$ cat config.mk
export PLATFORM = sky130hd
export DESIGN_NAME = psq_sequencer
export DESIGN_NICKNAME = d
export VERILOG_FILES = /design/src/psq_nibble_map.sv /design/src/psq_sequencer.sv
export SDC_FILE = /design/constraint.sdc
export NUM_CORES = 1
export LEC_CHECK = 0
export BUFFER_PORTS_ARGS = -buffer_cell sky130_fd_sc_hd__buf_2
export CAP_MARGIN = 20
export CORE_ASPECT_RATIO = 0.5
export CORE_MARGIN = 10
export CORE_UTILIZATION = 55
export CTS_BUF_LIST = sky130_fd_sc_hd__clkbuf_4 sky130_fd_sc_hd__clkbuf_8
export CTS_CLUSTER_DIAMETER = 40
export DETAILED_ROUTE_END_ITERATION = 10
export PLACE_DENSITY_LB_ADDON = 0.05
export SYNTH_ARGS = -nofsm -noshare
export SYNTH_HDL_FRONTEND = slang
export SYNTH_SLANG_ARGS = --single-unit
$ cat constraint.sdc
create_clock -name core_clk -period 4.8 [get_ports core_clk]
set_input_delay 0.96 -clock core_clk [delete_from_list [all_inputs] [get_ports core_clk]]
set_output_delay 0.96 -clock core_clk [all_outputs]
set_load 0.03 [all_outputs]
$ cat src/psq_nibble_map.sv
package psq_pkg;
    localparam int CLK_PERIOD_NS = 50;
    localparam int ASYNC_SLOT_NS = 228000;
    localparam int ASYNC_SLOT_CYC = ASYNC_SLOT_NS / CLK_PERIOD_NS;
    localparam logic [3:0] K_ASYNC = 4'h8;
    localparam logic [3:0] K_SYNC = 4'h4;
    localparam logic [5:0] FIELDS_STD = 6'h20;
    localparam logic [5:0] FIELDS_EXT = 6'h30;
    localparam logic [9:0] ID_CODE_BASE = 10'h200;
    localparam logic [9:0] DATA_CODE_BASE = 10'h210;
    localparam logic [3:0] BLK_CNT_HI_STD = 4'h2;
    localparam logic [3:0] BLK_CNT_HI_EXT = 4'h3;
    localparam logic [3:0] BLK_CNT_LO = 4'h0;
    localparam logic [3:0] FILL_NIBBLE = 4'h0;
    localparam logic [10:0] TOTAL_ASYNC = 11'h200;
    localparam logic [10:0] TOTAL_SYNC = 11'h100;

    typedef enum logic [1:0] {
        ST_IDLE = 2'b00,
        ST_RUN = 2'b01,
        ST_DONE = 2'b11
    } psq_state_e;
endpackage : psq_pkg

// page, nibble address and data nibble for each position of the sequence
module psq_nibble_map (
    // position
    input wire logic [5:0] nib_idx,
    input wire logic extended_block_count_select,
    // customer content
    input wire logic [7:0] customer_byte_0,
    input wire logic [7:0] customer_byte_1,
    input wire logic [7:0] customer_byte_2,
    input wire logic [7:0] customer_byte_3,
    input wire logic [7:0] customer_byte_4,
    input wire logic [7:0] customer_byte_5,
    input wire logic [7:0] customer_byte_6,
    input wire logic [7:0] customer_byte_7,
    input wire logic [7:0] customer_byte_8,
    // mapped nibble
    output logic [1:0] page,
    output logic [3:0] nib_addr,
    output logic [3:0] data
);
    // addresses run up by one and restart at zero on each new page
    assign page = nib_idx[5:4];
    assign nib_addr = nib_idx[3:0];

    // configuration content first, serial content in later positions
    always_comb begin
        case (nib_idx)
            6'h00: data = customer_byte_0[3:0];
            6'h01: data = extended_block_count_select ?
                psq_pkg::BLK_CNT_HI_EXT : psq_pkg::BLK_CNT_HI_STD;
            6'h02: data = psq_pkg::BLK_CNT_LO;
            6'h03: data = customer_byte_1[3:0];
            6'h04: data = customer_byte_1[7:4];
            6'h05: data = customer_byte_2[3:0];
            6'h06: data = customer_byte_2[7:4];
            6'h07: data = customer_byte_3[3:0];
            6'h08: data = customer_byte_3[7:4];
            6'h09: data = customer_byte_4[3:0];
            6'h0A: data = customer_byte_4[7:4];
            6'h0B: data = customer_byte_5[3:0];
            6'h0C: data = customer_byte_5[7:4];
            6'h0D: data = customer_byte_6[3:0];
            6'h0E: data = customer_byte_7[3:0];
            6'h0F: data = customer_byte_7[7:4];
            6'h10: data = customer_byte_8[3:0];
            6'h11: data = customer_byte_8[7:4];
            default: data = psq_pkg::FILL_NIBBLE;
        endcase
    end
endmodule : psq_nibble_map

$ cat src/psq_sequencer.sv
// Notes on behaviour
// - send configuration content nibble by nibble, then serial information
// - every transmission uses the standard initialization ID and data codes
// - asynchronous 228 us slots: k is 8, 512 transmissions in total, or 768 when extended
// - synchronous 500 us sync period: k is 4, 256 transmissions in total, or 384 when extended
// - nibbles two and three carry block count 0x20 or 0x30 when extended
// - nibble one is byte 0 low; bytes 1..5 follow, low first, address +1
// - each nibble takes two transmissions, identifier code then data code
// - repeat each pair k times, then move to the next nibble, ascending
module psq_sequencer #(
    parameter int ASYNC_SLOT_CYC = psq_pkg::ASYNC_SLOT_CYC,
    parameter int TMR_W = 14
) (
    // clock and reset
    input wire logic core_clk,
    input wire logic nrst,
    input wire logic clk_en,
    // control
    input wire logic start,
    input wire logic sync_mode,
    input wire logic sync_pulse,
    input wire logic extended_block_count_select,
    // customer content
    input wire logic [7:0] customer_byte_0,
    input wire logic [7:0] customer_byte_1,
    input wire logic [7:0] customer_byte_2,
    input wire logic [7:0] customer_byte_3,
    input wire logic [7:0] customer_byte_4,
    input wire logic [7:0] customer_byte_5,
    input wire logic [7:0] customer_byte_6,
    input wire logic [7:0] customer_byte_7,
    input wire logic [7:0] customer_byte_8,
    // transmission stream
    output logic tx_valid,
    output logic [9:0] tx_code,
    output logic tx_is_id,
    output logic [5:0] tx_nibble,
    output logic [1:0] tx_page,
    // status
    output logic busy,
    output logic done
);
    if (ASYNC_SLOT_CYC < 1 || ASYNC_SLOT_CYC >= (2 ** TMR_W)) begin : g_bad
        $error("ASYNC_SLOT_CYC does not fit the slot timer");
    end

    typedef struct packed {
        psq_pkg::psq_state_e st;
        logic mode;
        logic ext;
        logic [TMR_W-1:0] tmr;
        logic [5:0] nib;
        logic [2:0] rep;
        logic half;
        logic tx_valid;
        logic [9:0] tx_code;
        logic tx_is_id;
        logic [5:0] tx_nibble;
        logic [1:0] tx_page;
        logic done;
    } psq_state_s;

    psq_state_s s_q;
    psq_state_s s_d;
    logic [1:0] map_page;
    logic [3:0] map_addr;
    logic [3:0] map_data;
    logic [3:0] k_cur;
    logic [5:0] fields_cur;
    logic slot;

    psq_nibble_map u_map (
        .nib_idx(s_q.nib),
        .extended_block_count_select(s_q.ext),
        .customer_byte_0(customer_byte_0),
        .customer_byte_1(customer_byte_1),
        .customer_byte_2(customer_byte_2),
        .customer_byte_3(customer_byte_3),
        .customer_byte_4(customer_byte_4),
        .customer_byte_5(customer_byte_5),
        .customer_byte_6(customer_byte_6),
        .customer_byte_7(customer_byte_7),
        .customer_byte_8(customer_byte_8),
        .page(map_page),
        .nib_addr(map_addr),
        .data(map_data)
    );

    assign k_cur = s_q.mode ? psq_pkg::K_SYNC : psq_pkg::K_ASYNC;
    assign fields_cur = s_q.ext ? psq_pkg::FIELDS_EXT : psq_pkg::FIELDS_STD;
    // async paces itself, sync follows the receiver's sync pulse
    assign slot = s_q.mode ? sync_pulse : (s_q.tmr == '0);

    always_comb begin
        s_d = s_q;
        s_d.tx_valid = 1'b0;
        case (s_q.st)
            psq_pkg::ST_IDLE: begin
                if (start) begin
                    s_d.st = psq_pkg::ST_RUN;
                    s_d.mode = sync_mode;
                    s_d.ext = extended_block_count_select;
                    s_d.tmr = '0;
                    s_d.nib = '0;
                    s_d.rep = '0;
                    s_d.half = 1'b0;
                    s_d.done = 1'b0;
                end
            end
            psq_pkg::ST_RUN: begin
                if (s_q.tmr != '0) begin
                    s_d.tmr = s_q.tmr - 1'b1;
                end
                if (slot) begin
                    s_d.tmr = TMR_W'(ASYNC_SLOT_CYC - 1);
                    s_d.tx_valid = 1'b1;
                    s_d.tx_is_id = ~s_q.half;
                    s_d.tx_nibble = s_q.nib;
                    s_d.tx_page = map_page;
                    if (!s_q.half) begin
                        s_d.tx_code = psq_pkg::ID_CODE_BASE |
                            {6'h00, map_addr};
                    end else begin
                        s_d.tx_code = psq_pkg::DATA_CODE_BASE |
                            {6'h00, map_data};
                    end
                    s_d.half = ~s_q.half;
                    if (s_q.half) begin
                        if ({1'b0, s_q.rep} == k_cur - 4'h1) begin
                            s_d.rep = '0;
                            s_d.nib = s_q.nib + 6'h01;
                            if (s_q.nib == fields_cur - 6'h01) begin
                                s_d.st = psq_pkg::ST_DONE;
                                s_d.done = 1'b1;
                            end
                        end else begin
                            s_d.rep = s_q.rep + 3'h1;
                        end
                    end
                end
            end
            psq_pkg::ST_DONE: begin
                if (!start) begin
                    s_d.st = psq_pkg::ST_IDLE;
                end
            end
            default: begin
                s_d.st = psq_pkg::ST_IDLE;
            end
        endcase
    end

    always_ff @(posedge core_clk or negedge nrst) begin
        if (!nrst) begin
            s_q <= '0;
        end else if (clk_en) begin
            s_q <= s_d;
        end
    end

    assign tx_valid = s_q.tx_valid;
    assign tx_code = s_q.tx_code;
    assign tx_is_id = s_q.tx_is_id;
    assign tx_nibble = s_q.tx_nibble;
    assign tx_page = s_q.tx_page;
    assign busy = (s_q.st == psq_pkg::ST_RUN);
    assign done = s_q.done;

    // helper: transmissions since start and last code kind
    logic [10:0] cnt_q;
    logic last_id_q;
    always_ff @(posedge core_clk or negedge nrst) begin
        if (!nrst) begin
            cnt_q <= '0;
            last_id_q <= 1'b0;
        end else if (clk_en) begin
            if (s_q.st == psq_pkg::ST_IDLE) begin
                cnt_q <= '0;
            end else if (s_q.tx_valid) begin
                cnt_q <= cnt_q + 11'h001;
                last_id_q <= s_q.tx_is_id;
            end
        end
    end

    chk_id_code: assert property (
        @(posedge core_clk) disable iff (!nrst || !clk_en)
        tx_valid && tx_is_id |-> tx_code[9:4] == 6'h20)
        else $error("identifier code outside its range");

    chk_data_code: assert property (
        @(posedge core_clk) disable iff (!nrst || !clk_en)
        tx_valid && !tx_is_id |-> tx_code[9:4] == 6'h21)
        else $error("data code outside its range");

    chk_pair_order: assert property (
        @(posedge core_clk) disable iff (!nrst || !clk_en)
        tx_valid && !tx_is_id |-> last_id_q &&
            tx_nibble == $past(tx_nibble, 1))
        else $error("data code not preceded by its identifier");

    chk_async_total: assert property (
        @(posedge core_clk) disable iff (!nrst || !clk_en)
        $rose(done) && !s_q.mode && !s_q.ext |->
            cnt_q + 11'h001 == psq_pkg::TOTAL_ASYNC)
        else $error("asynchronous phase length wrong");

    chk_sync_total: assert property (
        @(posedge core_clk) disable iff (!nrst || !clk_en)
        $rose(done) && s_q.mode && !s_q.ext |->
            cnt_q + 11'h001 == psq_pkg::TOTAL_SYNC)
        else $error("synchronous phase length wrong");

    chk_async_space: assert property (
        @(posedge core_clk) disable iff (!nrst || !clk_en)
        tx_valid && !s_q.mode |=> !tx_valid [*8])
        else $error("asynchronous slots too close");

    chk_block_count: assert property (
        @(posedge core_clk) disable iff (!nrst || !clk_en)
        tx_valid && !tx_is_id && tx_nibble == 6'h01 |->
            tx_code[3:0] == (s_q.ext ? 4'h3 : 4'h2))
        else $error("block count nibble wrong");

    chk_first_nibble: assert property (
        @(posedge core_clk) disable iff (!nrst || !clk_en)
        tx_valid && !tx_is_id && tx_nibble == 6'h00 |->
            tx_code[3:0] == $past(customer_byte_0[3:0]) && tx_page == 2'h0)
        else $error("first nibble wrong");

    chk_byte8_high: assert property (
        @(posedge core_clk) disable iff (!nrst || !clk_en)
        tx_valid && tx_is_id && tx_nibble == 6'h11 |->
            tx_code[3:0] == 4'h1 && tx_page == 2'h1)
        else $error("page 1 address wrong");

    chk_ascending: assert property (
        @(posedge core_clk) disable iff (!nrst || !clk_en)
        busy && $past(busy) && $changed(s_q.nib) |->
            s_q.nib == $past(s_q.nib) + 6'h01 && $past(s_q.half))
        else $error("nibble order broken");

    chk_one_pass: assert property (
        @(posedge core_clk) disable iff (!nrst || !clk_en)
        done |=> !tx_valid)
        else $error("transmission after phase end");
endmodule : psq_sequencer

Word level (Yosys, flattened, before mapping)

Index checks and enable logic that the tools add are counted.

$add $sub $neg: 5
Equal/unequal tests: 27
Muxes and demuxes: 25
Bitwise logic cells: 1
Reduce and logical (&&, ||, !) cells: 13

Operator list:

| kind                    | count |
|---|---|
| $pmux W4 S17            | 1 |
| $eq A6 B4 Y1 const B    | 8 |
| $pmux W24 S2            | 1 |
| $mux W45                | 1 |
| $mux W28                | 1 |
| $eq A6 B3 Y1 const B    | 4 |
| $mux W20                | 1 |
| $logic_not A14 Y1       | 1 |
| $mux W14                | 1 |
| $reduce_and A7 Y1       | 2 |
| $reduce_bool A14 Y1     | 1 |
| $sub A14 B1 Y14 const B | 1 |
| $eq A6 B5 Y1 const B    | 2 |
| $mux W2                 | 5 |
| $mux W5                 | 2 |
| $mux W9                 | 1 |
| $ne A2 B1 Y1 const B    | 4 |
| $reduce_and A4 Y1       | 2 |
| $add A6 B1 Y6 const B   | 1 |
| $eq A6 B1 Y1 const B    | 1 |
| $eq A6 B2 Y1 const B    | 1 |
| $eq A6 B6 Y1            | 1 |
| $logic_not A6 Y1        | 1 |
| $mux W1                 | 6 |
| other kinds (19)        | 21 |

Register bits after elaboration: 49
Input bits: 79
Logic and storage cells: 84

Depth between registers and ports, before layout

Gate-level depths: netlist (run 1).

Depth after elaboration: 8
Mapped depth: 10
Mapped depth without buffers: 8

Modules after synthesis

From an unflattened synthesis (run 1), not the netlist that was laid out.

Cell total of the unflattened synthesis: 391
Area total of the unflattened synthesis: 3503.4 um2

Modules (own cells, without submodules):

| module         | times used | cells an instance | area an instance (um2) |
|---|---|---|---|
| psq_sequencer  | 1          | 277               | 2647.5 |
| psq_nibble_map | 1          | 114               | 855.8 |

Worst setup path before layout (run 1)

No wires, ideal clock.

Path type: input-to-reg
Start: in clk_en
End: reg s_q[30] (netlist name)
Setup time: 0.078 ns
Arrival time: 2.145 ns
Data required time: 4.722 ns
Slack: 2.578 ns
Stages on the path: 5
Path buffers: 0
Path through: inv_1 -> nor3_2 -> nand4_1 -> or3_1 -> a21oi_1

Cells in the longest elaborated chain, start to end: 1

RTL lines:

| what                               | RTL line             | text |
|---|---|---|
| start, declared                    | psq_sequencer.sv:17  | `input wire logic clk_en,` |
| $reduce_and A6 Y1 (no source line) | -                    |  |
| end signal, assigned               | psq_sequencer.sv:155 | `s_q <= '0;` |
| end signal, assigned               | psq_sequencer.sv:157 | `s_q <= s_d;` |
| end, declared                      | psq_sequencer.sv:63  | `psq_state_s s_q;` |

No other way between the ends.
A chain may end at the register's enable or synchronous reset.

Final worst setup path (run 1)

Start: reg s_q[48] (netlist name)
End: out busy

Cells in the longest elaborated chain, start to end: 1

RTL lines:

| what          | RTL line             | text |
|---|---|---|
| $eq A2 B1 Y1  | psq_sequencer.sv:166 | `assign busy = (s_q.st == psq_pkg::ST_RUN);` |
| end, declared | psq_sequencer.sv:40  | `output logic busy,` |

No other way between the ends.

==> flow_results.org, run 1 <==
** STA
- Adding up every negative setup slack in the final design gives 0 ns.
- The number of failing hold endpoints at the final stage is 0.
- Worst rel slew slack :: 32.87%
- Setup repair after global routing missed its margin :: no
- Shortest clock period the worst path allows after layout :: 2.849 ns
- Setup slack on the critical path of the routed design comes to 1.951 ns.
- At the pin with the least slew margin, the transition time is 1.003 ns.
- Maximum achievable frequency :: 0.3509 GHz
- Slew Limit Fails :: 0
- For the final database, setup skew stands at 0.007885 ns.
- Final setup violating endpoints :: 0
- Of the available clock period, the critical path in the final layout requires 59.36%.
- Post-Route Hold Slack :: 0.4776 ns

** Global routing
- Antenna violations before repair :: 0
- Global routing usage summed across all routing layers :: 19.38%
- For met1 alone, demand over resource in global routing was 24.82%.
- Pin count of the biggest net entering global routing :: 44
- After global routing, the most crowded layer is met2.
- The via count of the first global-routing pass is 2909.
- Met3 track demand over resource in global routing :: 4.496%
- The total overflow left after global routing is 0.
- Global-route track usage on met2 :: 32.67%
- Global-route wire length before repair :: 14730 µm

** Power
- Power spread over the standard cell area amounts to 338.2 nW/µm².
- The analysis attributes to cell leakage a power of 1.551 nW.
- VDD IR-drop max :: 0.3669 mV

** Synth
- The share of the Yosys chip area taken by registers is 35.94%.
- Number of synthesized flops with an enable pin :: 0
- Post-synthesis area per instance :: 8.387 µm²
- Of all flip-flops after synthesis, the portion carrying an async set or reset was 100.0%.
- Post-synthesis instance area :: 2994 µm²
- Synthesis warning total :: 0
- Post-synth top flop :: sky130_fd_sc_hd__dfrtp_1
- Synthesis instantiated 59 different standard cells from the library.
- Post-synthesis cell count :: 357
- Total of flip-flops plus latches after synthesis :: 43

** Setup path
- Data arrival time of the critical path :: 1.89 ns
- For the worst setup path, the data required time is 3.84 ns.
- Startpoint type of the worst setup path :: flop
- Of all nets on the critical path, the largest fanout is 13.
- Endpoint kind of the worst setup timing path :: primary output
- Type of the worst setup path :: flop to primary output

** CTS
- Number of hold buffers added after cts :: 0
- The number of clock buffers added by TritonCTS is 5.
- Number of cells upsized or downsized after cts :: 0
- For the worst-skew pair, the clock arrives at the later sink with an insertion delay of 0.30 ns.
- CTS placed an instance of sky130_fd_sc_hd__clkbuf_8 at the clock tree root.
- The clock passes through at most 2 buffers.
- Clock transition at path regs :: 0.08 ns
- CTS built an H-tree with a depth of 2.
- Post-CTS Setup Repair Bufs :: 0
- The clock drives 43 sinks.
- CTS tree :: built

** Layout
- Count of non-filler cells in the finished layout :: 487
- Share of the core filled with cells :: 67.40%
- Layout cell share with drive strength beyond 1 :: 27.34%
- Commonest non-fill, non-tap cell in the layout :: sky130_fd_sc_hd__buf_2
- The library cells used most frequently in the layout, excluding fill and tap cells, are 88 x sky130_fd_sc_hd__buf_2, 43 x sky130_fd_sc_hd__dfrtp_1, 40 x sky130_fd_sc_hd__nand2_1.
- Relative to the synthesized area, the layout overhead comes to 14.58%.
- The number of antenna diodes in the final layout is 0.
- Filler cell count in the final layout :: 448
- # nets final :: 502

** Place
- Detailed placement ended at an HPWL of 6914 µm.
- Prior to clock tree synthesis, the placed netlist has a worst setup slack of 2.174 ns.
- The congestion estimate from routability-driven global placement came to 0.8899.
- Port-buffer cells :: 88
- Dpl cells :: 479

** Min path
- Hold Crit Class :: flop to flop

** Floorplanning
- For this design the top-level I/O count stands at 101.
- The initial utilization of the core area, before any placement, comes to 58.82%.
- Standard-cell row count :: 18
- From bottom edge to top edge, the die measures 72.17 µm.
- Width of the die :: 124.3 µm
- The die covers 8974 µm².
- Core footprint :: 5090 µm²

** Route
- Remaining antenna violation count after routing :: 0
- For this block, the routed nets add up to 8980 µm of wire.
- Final routed DRC violation total :: 0
- 1st-iter DRT viols :: 291
- In the final routed layout, each cell accounts on average for 18.44 µm.
- Vias per inst :: 6.062
- The routed layout has 2952 vias.
- First-pass iteration count of the detailed router :: 5

** Run
- Number of max-capacitance violations reported :: 0

** Status
- Outcome :: finished, final reports clean
-- through the flow --
stage                     power (mW)  cell area (µm²)
after global routing           1.233             3431
after floorplan               0.7819             3005
final                          1.160             3431
after global placement        0.8569             3313
after CTS                      1.164             3431
after detailed placement      0.8720             3313
-- final cells by class --
cell class | instances | area, µm² | share of cell area (%)
multi-input cells | 268 | 1672 | 48.72
clock buffers | 6 | 82.58 | 2.407
flip-flops and latches | 43 | 1076 | 31.36
repair buffers | 88 | 440.4 | 12.84
clock inverters | 2 | 35.03 | 1.021
well taps | 70 | 87.58 | 2.553
inverters | 10 | 37.54 | 1.094
-- routing by layer --
metal / vias up / wire (µm) / part of all wire, %
met3: 16 / 670 / 7.5
met2: 133 / 4127 / 46
met1: 1408 / 4060 / 45
met4: 0 / 121 / 1.3
met5: - / 0 / 0
li1: 1395 / - / -
-- cell usage after synthesis (5+ instances only) --
cell | n | area, µm²
sky130_fd_sc_hd__a31oi_1 | 6 | 37.54
sky130_fd_sc_hd__nor3_1 | 13 | 65.06
sky130_fd_sc_hd__ha_1 | 7 | 87.58
sky130_fd_sc_hd__o22a_1 | 5 | 43.79
sky130_fd_sc_hd__o21ai_0 | 29 | 145.1
sky130_fd_sc_hd__nor2_1 | 30 | 112.6
sky130_fd_sc_hd__inv_1 | 9 | 33.78
sky130_fd_sc_hd__nand4_1 | 14 | 87.58
sky130_fd_sc_hd__dfrtp_1 | 43 | 1076
sky130_fd_sc_hd__xnor2_1 | 6 | 52.55
sky130_fd_sc_hd__buf_4 | 18 | 135.1
sky130_fd_sc_hd__nand3_1 | 18 | 90.09
sky130_fd_sc_hd__a22oi_1 | 7 | 52.55
sky130_fd_sc_hd__nor2b_1 | 6 | 37.54
sky130_fd_sc_hd__nand2_1 | 40 | 150.1
sky130_fd_sc_hd__or3_1 | 6 | 37.54
sky130_fd_sc_hd__clkbuf_1 | 15 | 56.30
sky130_fd_sc_hd__a21oi_1 | 14 | 70.07
-- registers in the layout, indices dropped and copies added (netlist names) --
| name | cells |
|---|---|
| tx_nibble | 6 |
| tx_valid | 1 |
| tx_is_id | 1 |
| done | 1 |
| s_q | 28 |
| tx_code | 6 |
-- logic make-up (layout without fill, tap and decap cells) --
| logic type | Yosys count | count (layout) | share of synthesized area [%] |
|---|---|---|---|
| xor gates and xnor gates | 8 | 8 | 2.340 |
| other | 1 | 4 | 0.1252 |
| and+or+nand+nor | 151 | 151 | 26.08 |
| adders and majority gates | 7 | 7 | 2.925 |
| buffers and inverters | 49 | 106 | 8.608 |
| DFF | 43 | 43 | 35.94 |
| AOI/OAI and AO/OA | 89 | 89 | 19.98 |
| muxes | 9 | 9 | 4.012 |
-- path summary, 6_finish.rpt --
| check | slack, ns | depth (start not counted) | to | from |
|---|---|---|---|---|
| worst min register to register | 0.48 | 1 | tx_code[9] | tx_code[9] |
| max in group asynchronous | 3.42 | 1 | s_q[28] | nrst |
| worst max-delay path | 1.95 | 4 | busy | s_q[48] |
| min in group asynchronous | 0.80 | 1 | s_q[35] | nrst |
| worst min-delay path | 0.48 | 1 | tx_code[9] | tx_code[9] |
| worst max register to register | 2.27 | 6 | tx_code[2] | s_q[27] |
-- power breakdown --
part           switching [mW]  total, mW  internal, mW  leakage (nW)
combinational           0.210      0.347         0.137         0.945
sequential             0.0836      0.521         0.438         0.545
clock                   0.124      0.292         0.168        0.0612
total                   0.417       1.16         0.743          1.55
-- critical path, stage by stage (launching register included) --
cell	delay [ns]
sky130_fd_sc_hd__dfrtp_1	0.40
sky130_fd_sc_hd__inv_1	0.09
sky130_fd_sc_hd__nand2_1	0.41
sky130_fd_sc_hd__clkinv_1	0.40
sky130_fd_sc_hd__buf_2	0.29
No activity file was read; power rests on OpenSTA's default activity.
==> run 2, diff against run 1 <==
--- a/config.mk
+++ b/config.mk
@@ -5,11 +5,12 @@
 export SDC_FILE = /design/constraint.sdc
 export NUM_CORES = 1
 export LEC_CHECK = 0
+export ABC_AREA = 1
 export BUFFER_PORTS_ARGS = -buffer_cell sky130_fd_sc_hd__buf_2
 export CAP_MARGIN = 20
 export CORE_ASPECT_RATIO = 0.5
 export CORE_MARGIN = 10
-export CORE_UTILIZATION = 55
+export CORE_UTILIZATION = 48
 export CTS_BUF_LIST = sky130_fd_sc_hd__clkbuf_4 sky130_fd_sc_hd__clkbuf_8
 export CTS_CLUSTER_DIAMETER = 40
 export DETAILED_ROUTE_END_ITERATION = 10
==> constraint.sdc (replaced) <==
create_clock -name core_clk -period 2.6 [get_ports core_clk]
set_input_delay 0.52 -clock core_clk [delete_from_list [all_inputs] [get_ports core_clk]]
set_output_delay 0.52 -clock core_clk [all_outputs]
set_load 0.03 [all_outputs]
==> flow_results.org, run 2 <==
** Status
- Outcome :: finished, final reports clean (unchanged)

** Global routing
- The first-pass GRT wire length came to 14850 µm (was 14730 µm).
- The pin count of the biggest net entering global routing was 28 (was 44).
- Global routing usage summed across all routing layers :: 16.60% (was 19.38%)
- Global route overflow :: 0 (unchanged)
- The initial antenna violation count came to 0 (unchanged).
- The via count of the first global-routing pass came to 3070 (was 2909).

** Setup path
- Type of the worst setup path :: flop to flop (was flop to primary output)
- R2R cell count :: 10 (was 6)
- The startpoint of the lowest-slack register-to-register path is s_q[32] (was s_q[27]).
- The endpoint arrival time on the critical path came to 2.19 ns (was 1.89 ns).
- Critical Path RT :: 2.81 ns (was 3.84 ns)
- Cells traversed along the worst timing path :: inv_1 > ha_1 > nand3b_1 > nor2_4 > nand3_4 > nand2_4 > nand2_2 > clkinv_4 > nand2_1 > o21a_1 (was inv_1 > nand2_1 > clkinv_1 > buf_2)
- The highest net fanout along the worst path came to 20 (was 13).
- Startpoint type of the worst setup path :: flop (unchanged)
- The dominant delay contributor by cell family on the critical path is simple AND/OR/NAND/NOR gates (was buffers and inverters).
- The sum of buffers and inverters on the critical path is 2 (was 3).
- The critical path launch point was s_q[32] (was s_q[48]).
- Stages on the worst setup path :: 10 (was 4)
- The critical-path cell with the highest stage delay is sky130_fd_sc_hd__dfrtp_1 (was sky130_fd_sc_hd__nand2_1).
- The largest incremental delay on the critical path was 0.38 ns (was 0.41 ns).
- Endpoint kind of the worst setup timing path :: flop (was primary output)

** CTS
- Worst-case clock buffer depth :: 2 (unchanged)
- Clock latency on the worst-skew pair :: 0.31 ns (was 0.30 ns)
- The count of hold-fix buffers inserted at cts is 0 (unchanged).
- The TritonCTS clock tree is built (unchanged).
- Clock buffer count from CTS :: 5 (unchanged)
- The H-tree depth was 2 (unchanged).
- TritonCTS Sinks :: 43 (unchanged)
- The number of setup buffers added after CTS is 0 (unchanged).
- Number of cells upsized or downsized after cts :: 0 (unchanged)
- Clock Tree Root :: sky130_fd_sc_hd__clkbuf_8 (unchanged)
- The clock transition at the registers of the reported paths was 0.09 ns (was 0.08 ns).

** Layout
- The area of all placed cells without fillers is 3751 µm² (was 3431 µm²).
- Filler cell count in the final layout :: 670 (was 448)
- Count of non-filler cells in the finished layout :: 613 (was 487)
- The number of diodes added for antenna fixing came to 0 (unchanged).
- Commonest non-fill, non-tap cell in the layout :: sky130_fd_sc_hd__nand2_1 (was sky130_fd_sc_hd__buf_2)
- Sequential cell area :: 1076 µm² (unchanged)
- The area of the multi-input gates came to 1837 µm² (was 1672 µm²).
- Flip-flop count of the largest register, all copies and words added :: 28 (unchanged)
- Most frequent cells in the layout: 112 x sky130_fd_sc_hd__nand2_1, 88 x sky130_fd_sc_hd__buf_2, 43 x sky130_fd_sc_hd__dfrtp_1 (was 88 x sky130_fd_sc_hd__buf_2, 43 x sky130_fd_sc_hd__dfrtp_1, 40 x sky130_fd_sc_hd__nand2_1).
- # nets final :: 606 (was 502)
- The share of post-route cells with drive strength above 1 came to 30.33% (was 27.34%).
- Area Overhead vs Synth :: 13.60% (was 14.58%)
- The largest register by flop count is s_q (unchanged).

** Route
- Final routed DRC violation total :: 0 (unchanged)
- The number of DRC violations after detailed-routing iteration 0 came to 153 (was 291).
- The number of nets still failing antenna checks after routing came to 0 (unchanged).
- Routed length on met1 :: 4360 µm (was 4060 µm)
- Detailed-route wire length per cell :: 14.49 µm (was 18.44 µm)
- Vias per inst :: 5.049 (was 6.062)
- Total via count in the routed design :: 3095 (was 2952)
- The highest routed metal layer was met4 (unchanged).
- The final wirelength is 8880 µm (was 8980 µm).
- Routed wire length on met3 :: 632 µm (was 670 µm)
- The total iterations of the first detailed-routing run was 4 (was 5).
- The total length of routed met2 wires came to 3801 µm (was 4127 µm).

** Power
- The worst ir drop on vdd came to 0.6261 mV (was 0.3669 mV).
- The net switching power came to 2.280 mW (was 417.3 µW).
- Sequential share of power :: 27.9% (was 44.9%)
- Combinational share of power :: 61.4% (was 29.9%)
- The total leakage power was 1.949 nW (was 1.551 nW).
- The internal power contribution is 1.919 mW (was 743.0 µW).
- The clock network fraction of design power was 10.7% (was 25.2%).
- The areal power density over the cells is 1119 nW/µm² (was 338.2 nW/µm²).
- Switching share of total power :: 54.29% (was 35.96%)

** Place
- Port-buffer cells :: 88 (unchanged)
- The placer congestion estimate came to 0.8347 (was 0.8899).
- The cell area reported after detailed placement came to 3659 µm² (was 3313 µm²).
- DPL Wire Length :: 7159 µm (was 6914 µm)
- Dpl cells :: 605 (was 479)

** Synth
- Cell types occupying the most area after synthesis :: sky130_fd_sc_hd__dfrtp_1 33%, sky130_fd_sc_hd__nand2_1 13%, sky130_fd_sc_hd__nand4_1 5.5% (was sky130_fd_sc_hd__dfrtp_1 36%, sky130_fd_sc_hd__nand2_1 5.0%, sky130_fd_sc_hd__o21ai_0 4.8%)
- Total of flip-flops plus latches after synthesis :: 43 (unchanged)
- The largest area contributor in the synthesized netlist is sky130_fd_sc_hd__dfrtp_1 (unchanged).
- The post-synth design cell area is 3302 µm² (was 2994 µm²).
- The gate count of the mapped netlist is 449 (was 357).
- Leading cell types by count after synthesis :: 112 x sky130_fd_sc_hd__nand2_1, 43 x sky130_fd_sc_hd__dfrtp_1, 41 x sky130_fd_sc_hd__nor2_1 (was 43 x sky130_fd_sc_hd__dfrtp_1, 40 x sky130_fd_sc_hd__nand2_1, 30 x sky130_fd_sc_hd__nor2_1)
- Post-synthesis area per instance :: 7.354 µm² (was 8.387 µm²)
- Post-synth top flop :: sky130_fd_sc_hd__dfrtp_1 (unchanged)
- Unique cell type count in the Yosys netlist :: 41 (was 59)
- The number of synthesis warnings was 0 (unchanged).
- Most numerous cell in the Yosys netlist :: sky130_fd_sc_hd__nand2_1 (was sky130_fd_sc_hd__dfrtp_1)
- The sequential fraction of the synthesis area was 32.59% (was 35.94%).
- The async set-or-reset flop fraction in the synthesized netlist was 100.0% (unchanged).
- The number of synthesized flops with an enable pin came to 0 (unchanged).
- Top cell type's share of synthesized area :: 32.59% (was 35.94%)

** Floorplanning
- The number of primary I/O pins came to 101 (unchanged).
- Core footprint :: 6674 µm² (was 5090 µm²)
- The starting density of the core came to 49.48% (was 58.82%).
- Width of the die :: 137.3 µm (was 124.3 µm)
- Die Height :: 78.65 µm (was 72.17 µm)
- Floorplan die area :: 10800 µm² (was 8974 µm²)
- The cell row count came to 21 (was 18).

** STA
- Shortest clock period the worst path allows after layout :: 1.979 ns
- Hold Fails Final Rpt :: 0 (unchanged)
- Maximum achievable frequency :: 0.5053 GHz
- Setup repair after global routing missed its margin :: no (unchanged)
- The worst-case clock skew came to 0.007933 ns (was 0.007885 ns).
- Tcrit/Tclk final :: 76.12%
- The max-slew violation total from the final report was 0 (unchanged).
- TNS Setup :: 0 ns (unchanged)
- Final setup violating endpoints :: 0 (unchanged)

** Min path
- Hold Crit Class :: input port to asynchronous set/reset pin (was flop to flop)

** Run
- Number of max-capacitance violations reported :: 0 (unchanged)
-- run 2: logic make-up after synthesis --
kind of cell | count (synthesis) | share of synthesized area, %
buf+inv | 73 | 12.13
compound gates | 55 | 9.700
fa+ha+maj | 7 | 2.652
xor+xnor | 11 | 2.918
other cells | 1 | 0.1136
flops | 43 | 32.59
simple gates | 259 | 39.90
-- run 2: cell type report --
| type | count | area share (%) |
|---|---|---|
| inverter | 43 | 4.470 |
| sequential | 43 | 28.69 |
| multi-input combinational | 336 | 48.97 |
| clock inverter | 3 | 0.6338 |
| tap | 92 | 3.069 |
| timing repair buffer | 91 | 12.34 |
| clock buffer | 5 | 1.835 |
-- run 2: metrics by stage --
step                util (%)  hold slack, ns  worst slack (ns)  total power [mW]
floorplan                  -          0.2244            0.9340             3.381
global placement       54.82          0.4485            0.6392             3.756
detailed placement     54.82          0.4665            0.6233             3.780
CTS                    56.21          0.1391            0.6126             4.240
global route           56.21          0.1473            0.3683             4.610
finish                 56.21          0.1238            0.6208             4.199
-- run 2: power by group through the flow --
stage	registers, mW	logic, mW	clock network, mW
floorplan	1.16	2.22	0
global placement	1.18	2.57	0
detailed placement	1.19	2.59	0
CTS	1.18	2.60	0.459
global route	1.22	2.91	0.485
finish	1.17	2.58	0.449
-- run 2: metal layers --
layer  up-vias  GRT usage, %
li1       1590             -
met2        86         26.05
met4         0         3.556
met5         -             0
met3        10         3.304
met1      1409         23.07
-- run 2: worst paths after layout --
check / end / slack [ns]
max in group asynchronous: s_q[25] / 1.78
max: tx_is_id / 0.62
max reg2reg: tx_is_id / 0.62
min in group core_clk: s_q[45] / 0.46
min: s_q[35] / 0.12
min reg2reg: tx_valid / 0.48
==> run 3, diff against run 2 <==
--- a/config.mk
+++ b/config.mk
@@ -5,12 +5,12 @@
 export SDC_FILE = /design/constraint.sdc
 export NUM_CORES = 1
 export LEC_CHECK = 0
-export ABC_AREA = 1
+export ABC_AREA = 0
 export BUFFER_PORTS_ARGS = -buffer_cell sky130_fd_sc_hd__buf_2
 export CAP_MARGIN = 20
 export CORE_ASPECT_RATIO = 0.5
 export CORE_MARGIN = 10
-export CORE_UTILIZATION = 48
+export CORE_UTILIZATION = 52
 export CTS_BUF_LIST = sky130_fd_sc_hd__clkbuf_4 sky130_fd_sc_hd__clkbuf_8
 export CTS_CLUSTER_DIAMETER = 40
 export DETAILED_ROUTE_END_ITERATION = 10
==> constraint.sdc (replaced) <==
create_clock -name core_clk -period 2.05 [get_ports core_clk]
set_input_delay 0.41 -clock core_clk [delete_from_list [all_inputs] [get_ports core_clk]]
set_output_delay 0.41 -clock core_clk [all_outputs]
set_load 0.03 [all_outputs]
==> flow_results.org, run 3 (synthesis results as in run 1) <==
** Route
- Detailed-route wire length per cell :: 17.84 µm (was 14.49 µm)
- First-pass iteration count of the detailed router :: 5 (was 4)
- The remaining design rule violation count was 0 (unchanged).
- Total via count in the routed design :: 3090 (was 3095)
- The detailed-route vias per instance came to 5.701 (was 5.049).
- The final wirelength came to 9669 µm (was 8880 µm).
- The number of DRC violations after detailed-routing iteration 0 is 228 (was 153).
- Remaining antenna violation count after routing :: 0 (unchanged)

** Layout
- Most frequent cells in the layout: 88 x sky130_fd_sc_hd__buf_2, 48 x sky130_fd_sc_hd__buf_4, 43 x sky130_fd_sc_hd__dfrtp_1 (was 112 x sky130_fd_sc_hd__nand2_1, 88 x sky130_fd_sc_hd__buf_2, 43 x sky130_fd_sc_hd__dfrtp_1).
- The number of nets in the layout is 554 (was 606).
- Flip-flop count of the largest register, all copies and words added :: 28 (unchanged)
- Count of inserted antenna diode cells :: 0 (unchanged)
- The most common cell after layout, fill and taps aside is sky130_fd_sc_hd__buf_2 (was sky130_fd_sc_hd__nand2_1).
- Biggest register :: s_q (unchanged)
- The final core area utilization was 71.36% (was 56.21%).
- Count of non-filler cells in the finished layout :: 542 (was 613)
- Summed area of non-filler cells in the final layout :: 3953 µm² (was 3751 µm²)
- Layout cell share with drive strength beyond 1 :: 39.23% (was 30.33%)
- The synthesis-to-layout area growth came to 32.01% (was 13.60%).

** Floorplanning
- Width of the die :: 127.3 µm (was 137.3 µm)
- Floorplan die area :: 9377 µm² (was 10800 µm²)
- The core area is 5539 µm² (was 6674 µm²).
- The die height came to 73.66 µm (was 78.65 µm).
- Starting density of the core :: 54.05% (was 49.48%)
- Standard-cell row count :: 19 (was 21)
- I/O Pins :: 101 (unchanged)

** STA
- The highest clock frequency the design can meet came to 0.5001 GHz (was 0.5053 GHz).
- Tcrit/Tclk final :: 97.53% (was 76.12%)
- Headroom to the max-slew limit came out at 63.21%.
- The worst-case clock skew is 0.006239 ns (was 0.007933 ns).
- Slew of the pin with the lowest slew margin :: 0.5519 ns
- Setup repair after global routing missed its margin :: yes (was no)
- TNS Setup :: 0 ns (unchanged)
- The max-slew violation total from the final report came to 0 (unchanged).
- Hold Fails Final Rpt :: 0 (unchanged)
- The final number of setup-violating endpoints is 0 (unchanged).
- Shortest clock period the worst path allows after layout :: 1.999 ns (was 1.979 ns)

** Place
- Total cell area at the placement stage :: 3655 µm² (was 3659 µm²)
- Dpl cells :: 527 (was 605)
- Port-buffer cells :: 88 (unchanged)
- The placer congestion estimate came to 0.9582 (was 0.8347).
- DPL Wire Length :: 7628 µm (was 7159 µm)

** Setup path
- The register-to-register setup slack is 0.05 ns (was 0.62 ns).
- Critical Path RT :: 2.24 ns (was 2.81 ns)
- Data arrival time of the critical path :: 2.19 ns (about the same)
- The highest net fanout along the worst path was 5 (was 20).
- The nature of the critical path endpoint is a flop (unchanged).
- Type of the worst setup path :: flop to flop (unchanged)
- The startpoint type of the worst setup path is a flop (unchanged).

** Min path
- Hold Crit Class :: input port to asynchronous set/reset pin (unchanged)

** Run
- Number of max-capacitance violations reported :: 0 (unchanged)

** CTS
- Worst-case clock buffer depth :: 2 (unchanged)
- The count of clock tree sinks is 43 (unchanged).
- Clock transition at path regs :: 0.08 ns (was 0.09 ns)
- Clock Tree Root :: sky130_fd_sc_hd__clkbuf_8 (unchanged)
- The clock insertion delay at the later pin of the skew report was 0.30 ns (was 0.31 ns).
- Clock buffer count from CTS :: 5 (unchanged)
- Number of levels the H-tree was split into :: 2 (unchanged)
- The TritonCTS clock tree is built (unchanged).

** Global routing
- Global-route wire length before repair :: 15550 µm (was 14850 µm)
- Global route overflow :: 0 (unchanged)
- The initial antenna violation count was 0 (unchanged).
- The pin count of the biggest net entering global routing was 44 (was 28).
- Number of global-route vias before repair :: 3019 (was 3070)
- Global routing usage summed across all routing layers :: 20.18% (was 16.60%)

** Status
- Outcome :: finished, final reports clean (unchanged)

** Power
- The areal power density over the cells is 734.2 nW/µm² (was 1119 nW/µm²).
- The total leakage power came to 1.838 nW (was 1.949 nW).
- VDD IR-drop max :: 0.6847 mV (was 0.6261 mV)
- The post-layout total power came to 2.902 mW (was 4.199 mW).
## run 3: cell types whose count changed in the layout (fill, tap and decap cells not counted), sizes merged, moves of 7 or more
cell	delta
nor3	+7
nor2	-28
nand2	-87
xor2	-7
nand4	-14
nand3	-14
buf	+49
inv	-33
or3	+7
a22oi	+7
## run 3: path summary, 6_finish.rpt
path	start	end	depth (start not counted)
min	nrst	s_q[42]	2
max	s_q[26]	tx_code[3]	11
max in group asynchronous	nrst	s_q[25]	2
max reg2reg	s_q[26]	tx_code[3]	11
min in group core_clk	sync_mode	s_q[46]	3
min reg2reg	tx_code[9]	tx_code[9]	1
## run 3: layout make-up
| type | count | area, µm² |
|---|---|---|
| timing repair buffer | 140 | 845.8 |
| clock buffer | 6 | 82.58 |
| tap | 73 | 91.34 |
| multi-input combinational | 268 | 1784 |
| fill | 465 | 1587 |
| clock inverter | 2 | 35.03 |
| sequential | 43 | 1076 |
| inverter | 10 | 37.54 |
## run 3: what timing repair did
action                                  in CTS  in global routing
gates resized for setup                     16                 18
setup buffers                                3                  5
endpoints found under the setup margin      14                 29
hold buffers                                 0                  0
pin swaps                                    8                  9
## run 3: metrics by stage
stage	worst slack, ns	hold slack [ns]
floorplan	0.07021	0.1144
global placement	-0.3729	0.4463
detailed placement	-0.2869	0.4457
CTS	0.003735	0.1909
global route	-0.07516	0.2133
finish	0.05058	0.1645
## run 3: report_power, final
part	total (mW)	internal (mW)	leakage (nW)	switching, mW
clock	0.688	0.394	0.0612	0.294
combinational	1.00	0.432	1.23	0.569
sequential	1.21	1.02	0.545	0.188
## run 3: metal layers
metal	part of all wire, %	vias to the layer above	global-route usage, %	wire (µm)
met5	0	-	0	0
met4	0.75	0	3.639	73
met1	45	1426	25.90	4327
li1	-	1510	-	-
met2	46	142	34.28	4456
met3	8.4	12	4.882	811
## run 3: critical path, stage by stage, from the launching register on
cell and delay [ns]:
sky130_fd_sc_hd__dfrtp_1 0.36, sky130_fd_sc_hd__buf_6 0.10, sky130_fd_sc_hd__inv_2 0.03, sky130_fd_sc_hd__ha_2 0.18, sky130_fd_sc_hd__buf_4 0.13, sky130_fd_sc_hd__buf_4 0.14, sky130_fd_sc_hd__a22o_1 0.22, sky130_fd_sc_hd__nand3_1 0.08
sky130_fd_sc_hd__nand4_1 0.16, sky130_fd_sc_hd__a2111oi_4 0.25, sky130_fd_sc_hd__buf_4 0.17, sky130_fd_sc_hd__o21ai_1 0.05
